## src/include/bwm_pkg.sv

```systemverilog
// Shared constants, types and fixed-point helpers for the breaker wear monitor.
`default_nettype none
package bwm_pkg;

    localparam int CUR_W = 14;
    localparam int OPS_W = 18;
    localparam int LOG_W = 13;
    localparam int NUM_W = 26;
    localparam int CNT_W = 32;
    localparam int SEL_W = 3;

    localparam logic [OPS_W-1:0] OPS_LOW_RST    = 18'h0c350;
    localparam logic [OPS_W-1:0] OPS_HIGH_RST   = 18'h00064;
    localparam logic [OPS_W-1:0] ALARM1_THR_RST = 18'h003e8;
    localparam logic [OPS_W-1:0] ALARM2_THR_RST = 18'h00064;
    localparam logic [OPS_W-1:0] DEDUCT_ONE     = 18'h00001;
    localparam logic [OPS_W-1:0] DEDUCT_SAT     = 18'h3ffff;
    localparam logic [CUR_W-1:0] CUR_LOW_RST    = 14'h0064;
    localparam logic [CUR_W-1:0] CUR_HIGH_RST   = 14'h07d0;
    localparam logic [SEL_W-1:0] TRIP_SEL_RST   = 3'h0;
    localparam logic             SIDE_RST       = 1'b0;
    localparam logic [4:0]       DIV_LAST       = 5'h19;
    localparam logic [4:0]       EXP_INT_LIMIT  = 5'h12;
    localparam logic [CNT_W-1:0] CNT_ONE        = 32'h00000001;

    typedef enum logic [2:0] {
        BWM_MODE_ON           = 3'h0,
        BWM_MODE_BLOCKED      = 3'h1,
        BWM_MODE_TEST         = 3'h2,
        BWM_MODE_TEST_BLOCKED = 3'h3,
        BWM_MODE_OFF          = 3'h4
    } bwm_mode_t;

    typedef enum logic [1:0] {
        BWM_STAT_NORMAL = 2'h0,
        BWM_STAT_ALARM1 = 2'h1,
        BWM_STAT_ALARM2 = 2'h2
    } bwm_stat_t;

    // Base-2 logarithm with 8 fraction bits, mantissa taken linearly.
    function automatic logic [LOG_W-1:0] bwm_log2(input logic [OPS_W-1:0] x);
        logic [4:0]       p;
        logic [OPS_W-1:0] n;
        p = 5'h00;
        for (int i = 0; i < OPS_W; i++) begin
            if (x[i]) begin
                p = 5'(i);
            end
        end
        n = x << (5'h11 - p);
        return {p, n[16:9]};
    endfunction

    // Inverse of bwm_log2, fraction part taken linearly; saturates.
    function automatic logic [OPS_W-1:0] bwm_exp2(input logic [NUM_W-1:0] e);
        logic [26:0] m;
        m = 27'h0000000;
        if (e[25:13] != 13'h0000 || e[12:8] >= EXP_INT_LIMIT) begin
            return DEDUCT_SAT;
        end
        m = 27'({1'b1, e[7:0]}) << e[12:8];
        return m[25:8];
    endfunction

endpackage
`default_nettype wire

```

## src/design/bwm_wear_calc.sv

```systemverilog
// Per-phase computation of life operations consumed by one interruption.
`timescale 1ns/1ps
`default_nettype none
module bwm_wear_calc
    import bwm_pkg::*;
(
    // Clock and reset
    input  wire logic                      clk_sys,
    input  wire logic                      rst,
    // Request
    input  wire logic                      start,
    input  wire logic [bwm_pkg::CUR_W-1:0] current,
    // Breaker characteristic
    input  wire logic [bwm_pkg::CUR_W-1:0] cur_low,
    input  wire logic [bwm_pkg::CUR_W-1:0] cur_high,
    input  wire logic [bwm_pkg::OPS_W-1:0] ops_low,
    input  wire logic [bwm_pkg::OPS_W-1:0] ops_high,
    // Answer
    output logic                           busy,
    output logic                           done,
    output logic [bwm_pkg::OPS_W-1:0]      deduct
);
    typedef enum logic [1:0] {
        BWM_C_IDLE = 2'h0,
        BWM_C_DIV  = 2'h1,
        BWM_C_EXP  = 2'h2,
        BWM_C_DONE = 2'h3
    } bwm_calc_t;

    bwm_calc_t        state_reg;
    logic [LOG_W-1:0] l_cur, l_clo, l_chi, l_olo, l_ohi;
    logic [NUM_W-1:0] num_reg, quo_reg;
    logic [LOG_W-1:0] den_reg, rem_reg;
    logic [LOG_W:0]   trial;
    logic             fits;
    logic [4:0]       step_reg;
    logic             flat;

    assign l_cur = bwm_log2({4'h0, current});
    assign l_clo = bwm_log2({4'h0, cur_low});
    assign l_chi = bwm_log2({4'h0, cur_high});
    assign l_olo = bwm_log2(ops_low);
    assign l_ohi = bwm_log2(ops_high);
    // At or below the low point, or a degenerate characteristic, costs one operation.
    assign flat  = (l_cur <= l_clo) || (l_chi <= l_clo) || (l_olo <= l_ohi);
    assign trial = {rem_reg, num_reg[NUM_W-1]};
    assign fits  = trial >= {1'b0, den_reg};
    assign busy  = state_reg != BWM_C_IDLE;
    assign done  = state_reg == BWM_C_DONE;

    always_ff @(posedge clk_sys) begin
        if (rst) begin
            state_reg <= BWM_C_IDLE;
            step_reg  <= 5'h00;
            num_reg   <= '0;
            den_reg   <= '0;
            rem_reg   <= '0;
            quo_reg   <= '0;
            deduct    <= DEDUCT_ONE;
        end else begin
            unique case (state_reg)
                BWM_C_IDLE: begin
                    if (start && flat) begin
                        deduct    <= DEDUCT_ONE;
                        state_reg <= BWM_C_DONE;
                    end else if (start) begin
                        // Slope on log axes: exponent = dI * dOps / dImax.
                        num_reg   <= NUM_W'(l_cur - l_clo) * NUM_W'(l_olo - l_ohi);
                        den_reg   <= l_chi - l_clo;
                        rem_reg   <= '0;
                        quo_reg   <= '0;
                        step_reg  <= 5'h00;
                        state_reg <= BWM_C_DIV;
                    end
                end
                BWM_C_DIV: begin
                    rem_reg   <= fits ? LOG_W'(trial - {1'b0, den_reg}) : trial[LOG_W-1:0];
                    quo_reg   <= {quo_reg[NUM_W-2:0], fits};
                    num_reg   <= {num_reg[NUM_W-2:0], 1'b0};
                    step_reg  <= step_reg + 5'h01;
                    if (step_reg == DIV_LAST) begin
                        state_reg <= BWM_C_EXP;
                    end
                end
                BWM_C_EXP: begin
                    deduct    <= bwm_exp2(quo_reg);
                    state_reg <= BWM_C_DONE;
                end
                BWM_C_DONE: begin
                    state_reg <= BWM_C_IDLE;
                end
            endcase
        end
    end
endmodule
`default_nettype wire

```

## src/design/bwm_breaker_wear_monitor.sv

```systemverilog
// Breaker wear monitor: trip capture, per-phase life deduction, alarms, counters.
`timescale 1ns/1ps
`default_nettype none
module bwm_breaker_wear_monitor
    import bwm_pkg::*;
#(
    parameter int N_OUT = 8
)(
    // Clock and reset
    input  wire logic                      clk_sys,
    input  wire logic                      rst,
    // Breaker open command outputs of the relay
    input  wire logic [N_OUT-1:0]          open_cmd,
    // Fundamental phase currents, 0.01 kA units, measurement side one
    input  wire logic [bwm_pkg::CUR_W-1:0] phase_a_current_fundamental_s1,
    input  wire logic [bwm_pkg::CUR_W-1:0] phase_b_current_fundamental_s1,
    input  wire logic [bwm_pkg::CUR_W-1:0] phase_c_current_fundamental_s1,
    // Fundamental phase currents, measurement side two
    input  wire logic [bwm_pkg::CUR_W-1:0] phase_a_current_fundamental_s2,
    input  wire logic [bwm_pkg::CUR_W-1:0] phase_b_current_fundamental_s2,
    input  wire logic [bwm_pkg::CUR_W-1:0] phase_c_current_fundamental_s2,
    // Static settings, taken on cfg_load_static
    input  wire logic                      cfg_load_static,
    input  wire bwm_pkg::bwm_mode_t        cfg_mode,
    input  wire bwm_pkg::bwm_stat_t        cfg_force,
    input  wire logic                      cfg_side,
    input  wire logic [bwm_pkg::SEL_W-1:0] cfg_trip_sel,
    // Setting group values, taken on cfg_load_group
    input  wire logic                      cfg_load_group,
    input  wire logic [bwm_pkg::OPS_W-1:0] cfg_ops_low,
    input  wire logic [bwm_pkg::OPS_W-1:0] cfg_ops_high,
    input  wire logic [bwm_pkg::CUR_W-1:0] cfg_characteristic_current_low,
    input  wire logic [bwm_pkg::CUR_W-1:0] cfg_characteristic_current_high,
    input  wire logic                      cfg_alarm1_en,
    input  wire logic [bwm_pkg::OPS_W-1:0] cfg_alarm1_thr,
    input  wire logic                      cfg_alarm2_en,
    input  wire logic [bwm_pkg::OPS_W-1:0] cfg_alarm2_thr,
    // Maintenance commands
    input  wire logic                      life_reload,
    input  wire logic                      counters_clear,
    // Status
    output logic                           alarm1,
    output logic                           alarm2,
    output bwm_pkg::bwm_stat_t             condition,
    output bwm_pkg::bwm_mode_t             block_operating_mode,
    output logic                           test_active,
    output logic                           evaluation_busy,
    output logic [bwm_pkg::OPS_W-1:0]      remaining_phase_a,
    output logic [bwm_pkg::OPS_W-1:0]      remaining_phase_b,
    output logic [bwm_pkg::OPS_W-1:0]      remaining_phase_c,
    output logic [bwm_pkg::CNT_W-1:0]      open_op_count,
    output logic [bwm_pkg::CNT_W-1:0]      alarm1_count,
    output logic [bwm_pkg::CNT_W-1:0]      alarm2_count
);
    bwm_stat_t        force_reg;
    logic             side_reg;
    logic [SEL_W-1:0] trip_sel_reg;
    logic [OPS_W-1:0] ops_low_reg, ops_high_reg, thr1_reg, thr2_reg;
    logic [CUR_W-1:0] cur_low_reg, cur_high_reg;
    logic             en1_reg, en2_reg;
    logic             open_prev_reg, start_reg, trigger, operating;
    logic             below1, below2, alarm1_next, alarm2_next;
    logic [CUR_W-1:0] cur_sel [3];
    logic [CUR_W-1:0] cap_reg [3];
    logic [OPS_W-1:0] rem_reg [3];
    logic [OPS_W-1:0] deduct  [3];
    logic [2:0]       calc_busy, calc_done, low1, low2;

    // Static settings have their own load strobe; a group switch never reaches them.
    always_ff @(posedge clk_sys) begin
        if (rst) begin
            block_operating_mode <= BWM_MODE_ON;
            force_reg            <= BWM_STAT_NORMAL;
            side_reg             <= SIDE_RST;
            trip_sel_reg         <= TRIP_SEL_RST;
        end else if (cfg_load_static) begin
            block_operating_mode <= cfg_mode;
            force_reg            <= cfg_force;
            side_reg             <= cfg_side;
            trip_sel_reg         <= cfg_trip_sel;
        end
    end

    always_ff @(posedge clk_sys) begin
        if (rst) begin
            ops_low_reg  <= OPS_LOW_RST;
            ops_high_reg <= OPS_HIGH_RST;
            cur_low_reg  <= CUR_LOW_RST;
            cur_high_reg <= CUR_HIGH_RST;
            en1_reg      <= 1'b0;
            thr1_reg     <= ALARM1_THR_RST;
            en2_reg      <= 1'b0;
            thr2_reg     <= ALARM2_THR_RST;
        end else if (cfg_load_group) begin
            ops_low_reg  <= cfg_ops_low;
            ops_high_reg <= cfg_ops_high;
            cur_low_reg  <= cfg_characteristic_current_low;
            cur_high_reg <= cfg_characteristic_current_high;
            en1_reg      <= cfg_alarm1_en;
            thr1_reg     <= cfg_alarm1_thr;
            en2_reg      <= cfg_alarm2_en;
            thr2_reg     <= cfg_alarm2_thr;
        end
    end

    assign operating = block_operating_mode == BWM_MODE_ON
                    || block_operating_mode == BWM_MODE_TEST;
    assign test_active = block_operating_mode == BWM_MODE_TEST
                      || block_operating_mode == BWM_MODE_TEST_BLOCKED;

    // Fundamental currents of the chosen measurement side.
    assign cur_sel[0] = side_reg ? phase_a_current_fundamental_s2
                                 : phase_a_current_fundamental_s1;
    assign cur_sel[1] = side_reg ? phase_b_current_fundamental_s2
                                 : phase_b_current_fundamental_s1;
    assign cur_sel[2] = side_reg ? phase_c_current_fundamental_s2
                                 : phase_c_current_fundamental_s1;

    // An open edge arriving while a previous evaluation runs is not counted.
    assign trigger = open_cmd[trip_sel_reg] && !open_prev_reg
                  && operating && !evaluation_busy;
    assign evaluation_busy = start_reg || (|calc_busy);

    always_ff @(posedge clk_sys) begin
        if (rst) begin
            open_prev_reg <= 1'b0;
            start_reg     <= 1'b0;
            cap_reg       <= '{default: '0};
        end else begin
            open_prev_reg <= open_cmd[trip_sel_reg];
            start_reg     <= trigger;
            if (trigger) begin
                cap_reg <= cur_sel;
            end
        end
    end

    genvar g;
    generate
        for (g = 0; g < 3; g++) begin : g_phase
            bwm_wear_calc u_calc (
                .clk_sys (clk_sys),
                .rst     (rst),
                .start   (start_reg),
                .current (cap_reg[g]),
                .cur_low (cur_low_reg),
                .cur_high(cur_high_reg),
                .ops_low (ops_low_reg),
                .ops_high(ops_high_reg),
                .busy    (calc_busy[g]),
                .done    (calc_done[g]),
                .deduct  (deduct[g])
            );

            always_ff @(posedge clk_sys) begin
                if (rst) begin
                    rem_reg[g] <= OPS_LOW_RST;
                end else if (life_reload) begin
                    rem_reg[g] <= ops_low_reg;
                end else if (calc_done[g]) begin
                    rem_reg[g] <= (deduct[g] >= rem_reg[g]) ? '0
                                : rem_reg[g] - deduct[g];
                end
            end

            assign low1[g] = rem_reg[g] < thr1_reg;
            assign low2[g] = rem_reg[g] < thr2_reg;
        end
    endgenerate

    assign remaining_phase_a = rem_reg[0];
    assign remaining_phase_b = rem_reg[1];
    assign remaining_phase_c = rem_reg[2];

    assign below1 = |low1;
    assign below2 = |low2;
    assign alarm1_next = (operating && en1_reg && below1)
                      || (block_operating_mode != BWM_MODE_OFF
                          && force_reg == BWM_STAT_ALARM1);
    assign alarm2_next = (operating && en2_reg && below2)
                      || (block_operating_mode != BWM_MODE_OFF
                          && force_reg == BWM_STAT_ALARM2);

    always_ff @(posedge clk_sys) begin
        if (rst) begin
            alarm1    <= 1'b0;
            alarm2    <= 1'b0;
            condition <= BWM_STAT_NORMAL;
        end else begin
            alarm1    <= alarm1_next;
            alarm2    <= alarm2_next;
            condition <= alarm2_next ? BWM_STAT_ALARM2
                       : alarm1_next ? BWM_STAT_ALARM1 : BWM_STAT_NORMAL;
        end
    end

    // A count event in the clearing cycle survives as a count of one.
    always_ff @(posedge clk_sys) begin
        if (rst) begin
            open_op_count <= '0;
            alarm1_count  <= '0;
            alarm2_count  <= '0;
        end else begin
            if (trigger) begin
                open_op_count <= counters_clear ? CNT_ONE : open_op_count + CNT_ONE;
            end else if (counters_clear) begin
                open_op_count <= '0;
            end
            if (alarm1_next && !alarm1) begin
                alarm1_count <= counters_clear ? CNT_ONE : alarm1_count + CNT_ONE;
            end else if (counters_clear) begin
                alarm1_count <= '0;
            end
            if (alarm2_next && !alarm2) begin
                alarm2_count <= counters_clear ? CNT_ONE : alarm2_count + CNT_ONE;
            end else if (counters_clear) begin
                alarm2_count <= '0;
            end
        end
    end
endmodule
`default_nettype wire

```

## config.mk

```make
export PLATFORM = sky130hd
export DESIGN_NAME = bwm_breaker_wear_monitor
export DESIGN_NICKNAME = d
export VERILOG_FILES = /design/src/include/bwm_pkg.sv /design/src/design/bwm_wear_calc.sv /design/src/design/bwm_breaker_wear_monitor.sv
export SDC_FILE = /design/constraint.sdc
export NUM_CORES = 2
export LEC_CHECK = 0
export BUFFER_PORTS_ARGS = -buffer_cell sky130_fd_sc_hd__clkbuf_2
export CAP_MARGIN = 5
export CORE_ASPECT_RATIO = 0.75
export CORE_MARGIN = 4
export CORE_UTILIZATION = 40
export DETAILED_ROUTE_END_ITERATION = 7
export PLACE_DENSITY = 0.55
export SYNTH_ARGS = -nofsm -noshare
export SYNTH_HDL_FRONTEND = slang
export SYNTH_HIERARCHICAL = 1
export SYNTH_SLANG_ARGS = --single-unit
```

## constraint.sdc

```tcl
create_clock -name clk_sys -period 10.8 [get_ports clk_sys]
set_input_delay 1.08 -clock clk_sys [delete_from_list [all_inputs] [get_ports clk_sys]]
set_output_delay 1.08 -clock clk_sys [all_outputs]
set_load 0.1 [all_outputs]
```

==> results.rst <==
.. list-table::
   :header-rows: 1

   * - Metric
     - Value
   * - Number of buffers added on ports
     - 367
   * - Post-Synth Adder-Cell Area
     - 0.255
   * - Area growth from synthesis to layout
     - 12.5%
   * - EDFF count, synth
     - 54
   * - Post-synthesis sequential area ratio
     - 0.183
   * - Met3 Routed Length
     - 12.9 mm
   * - Predominant post-synthesis flop cell
     - dfxtp_1
   * - Count of synthesis-stage warnings from yosys
     - 6
   * - Net count, final
     - 10,400
   * - Period utilisation layout
     - 0.957
   * - Average via count per standard cell
     - 5.57
   * - Post-synthesis area per instance
     - 8.12 um^2
   * - Post-placement cell count
     - 11,300
   * - Outcome
     - finished, final reports clean
   * - Tightest Pin Transition
     - 1280 ps
   * - Register clock-pin slew on the reported worst setup and hold paths
     - 60 ps
   * - Cell Count, Final, Fillers Out
     - 11,500
   * - Number of buffers inserted during clock tree synthesis
     - 76
   * - Library cell appearing most often on the critical path
     - fa_1
   * - Post-synthesis simple-gate area fraction
     - 0.193
   * - DRC violations left
     - 0
   * - Count of nets left with antenna violations after detail routing
     - 0
   * - Share of synthesized area spent on multiplexers
     - 0.0876
   * - Share of post-route cells with drive strength above 1
     - 0.121
   * - Number of antenna violations at the first check in global routing
     - 7
   * - Final wirelength
     - 229 mm
   * - Remaining global-route overflow
     - 0
   * - Endpoints failing hold
     - 0
   * - CP max FO
     - 12
   * - Detailed-routing wirelength on met1
     - 109 mm
   * - Worst-case clock skew
     - 43.8 ps
   * - Weighted congestion reported at the end of routability-driven placement
     - 0.937
   * - Std cell rows
     - 133
   * - Iteration count of the initial detailed-routing pass
     - 6
   * - I/O pins
     - 368
   * - Critical path launch point type
     - flop
   * - Die Span X
     - 493 um
   * - Area of the die
     - 183,000 um^2
   * - Synthesized-area fraction occupied by xor and xnor cells
     - 0.0362
   * - Setup tns final
     - 0 ps
   * - FILL cells
     - 17,500
   * - H-tree Lvls
     - 3
   * - Vias in the first global route
     - 62,100
   * - Number of unique standard cell types used by synthesis
     - 128
   * - Min-Delay Path Class
     - flop to flop
   * - Synth Cell Area
     - 70,600 um^2
   * - Gate count after technology mapping
     - 8,690
   * - Cell area after layout
     - 79,400 um^2
   * - Deepest clock path buffer count
     - 3
   * - Clock Latency Late Sink
     - 710 ps
   * - Highest metal layer used by the detailed router
     - met4
   * - GRT Resource Usage Total
     - 0.245
   * - Final period demand of the worst path
     - 10,330 ps
   * - Wire length per cell
     - 20.0 um
   * - Die span in y
     - 372 um
   * - Category of the most critical setup path
     - flop to flop
   * - Global-route wire length before repair
     - 361 mm
   * - FF+latch count, synth
     - 617
   * - Largest net degree at the start of global routing
     - 94
   * - Core Box Area
     - 175,000 um^2
   * - Via count of the routed design
     - 63,900
   * - Top achievable clock speed
     - 0.0968 GHz
   * - Max-cap viol count
     - 0
   * - Data required time of the critical path
     - 11,390 ps
   * - Initial Util
     - 0.403
   * - Compound-Gate Fraction of Synth Area
     - 0.169
   * - Number of DRC markers in iteration 0
     - 4,824
   * - Slew headroom
     - 0.140
   * - Root Buffer Master
     - clkbuf_16
   * - TritonCTS clock tree
     - built
   * - Dominant combinational cell family by area after synthesis
     - adder cells
   * - Slew Limit Fails
     - 0
   * - HPWL reported at the end of detailed placement
     - 180 mm
   * - Async set-reset flop share out of synthesis
     - 0
   * - Data arrival time of the critical path
     - 10,920 ps
   * - Net count after synthesis
     - 9,997
   * - Category of the worst setup path capture point
     - flop
   * - Slowest stage cell, crit path
     - fa_1
   * - Setup violations, final
     - 0
   * - Clock Sinks
     - 617
   * - Total length of routed met2 wires
     - 101 mm
   * - Crit path largest cell delay
     - 510 ps
   * - Placed instance area
     - 76,100 um^2
## cell usage in the layout (no fill, tap or decap), types with 45 or more instances in the layout
cell type	synthesis	final
a31oi_1	47	45
fa_1	564	564
nor2_1	721	719
nand2_1	986	985
nor2b_1	164	164
inv_1	960	958
nand2b_1	83	83
clkbuf_16	0	78
dfxtp_1	563	547
a21oi_1	599	588
nand4_1	101	101
edfxtp_1	54	54
nor3_1	202	199
xnor2_1	165	149
or3_1	105	104
o21ai_0	309	304
mux2i_1	496	495
o21bai_1	56	55
nor4_1	51	46
xor2_1	107	104
clkbuf_2	2	365
o21a_1	62	62
buf_4	19	310
o211ai_1	64	64
a211oi_1	162	159
ha_1	534	522
nand3_1	239	239
and2_1	127	127
o22ai_1	48	48
a21o_1	96	96
## stage by stage
step	hold slack, ps	utilization	setup WS (ps)
global route	469	0.453	-51.1
finish	450	0.453	468
global placement	435	0.434	65.2
floorplan	423	-	487
detailed placement	446	0.434	94.7
CTS	453	0.449	21.3
## kinds of logic after synthesis
family,after synthesis
buffers and inverters,1387
and+or+nand+nor,2917
xor gates and xnor gates,280
DFF,617
AOI/OAI and AO/OA,1822
adders and majority gates,1098
muxes,569
## area by class of cell
class | count | area (um^2) | share of cell area
sequential | 617 | 12900 | 0.163
timing repair buffer | 685 | 4310 | 0.0543
antenna | 5 | 12.5 | 0.000158
clock inverter | 34 | 472 | 0.00594
inverter | 983 | 3700 | 0.0467
clock buffer | 104 | 2160 | 0.0272
tap | 2362 | 2960 | 0.0372
multi-input combinational | 6686 | 52800 | 0.666
## critical path: cells and delay by family, from the launching register on
family / cells / cell delay (ps)
xor gates and xnor gates: 2 / 560
and+or+nand+nor: 5 / 710
adders and majority gates: 8 / 3490
AOI/OAI and AO/OA: 15 / 3870
muxes: 1 / 150
DFF: 1 / 480
buffers and inverters: 6 / 950
## path summary, 6_finish.rpt
check	cells after the start	end	startpoint	slack, ps
worst max-delay path	37	g_phase[2].u_calc/num_reg[25]$_SDFFE_PP0P_	ops_low_reg[11]$_SDFFE_PP0P_	470
worst max register to register	37	g_phase[2].u_calc/num_reg[25]$_SDFFE_PP0P_	ops_low_reg[11]$_SDFFE_PP0P_	470
worst min register to register	2	g_phase[0].u_calc/deduct[1]$_SDFFE_PP0P_	g_phase[0].u_calc/deduct[1]$_SDFFE_PP0P_	450
worst min-delay path	2	g_phase[0].u_calc/deduct[1]$_SDFFE_PP0P_	g_phase[0].u_calc/deduct[1]$_SDFFE_PP0P_	450
## synth_stat cells, types with 165 or more instances
cell type	number	area (um^2)
inv_1	960	3600
dfxtp_1	563	11300
nand3_1	239	1200
a21oi_1	599	3000
mux2i_1	496	4960
clkbuf_1	298	1120
ha_1	534	6680
fa_1	564	11300
o21ai_0	309	1550
nand2_1	986	3700
nor2_1	721	2710
xnor2_1	165	1450
nor3_1	202	1010
## repair_timing
item	in CTS	in global routing
hold buffers	0	0
pin swaps	0	14
setup endpoints to repair	1	34
resized for setup	1	113
buffers inserted	0	12
## routing by layer
metal | vias to the layer above | track usage
met2 | 1842 | 0.381
li1 | 30600 | -
met3 | 238 | 0.0308
met4 | 0 | 0.0655
met1 | 31200 | 0.357
met5 | - | 0
Power is not shown: default switching activity piles up to over one toggle a cycle in this logic, so the estimate is an artifact.
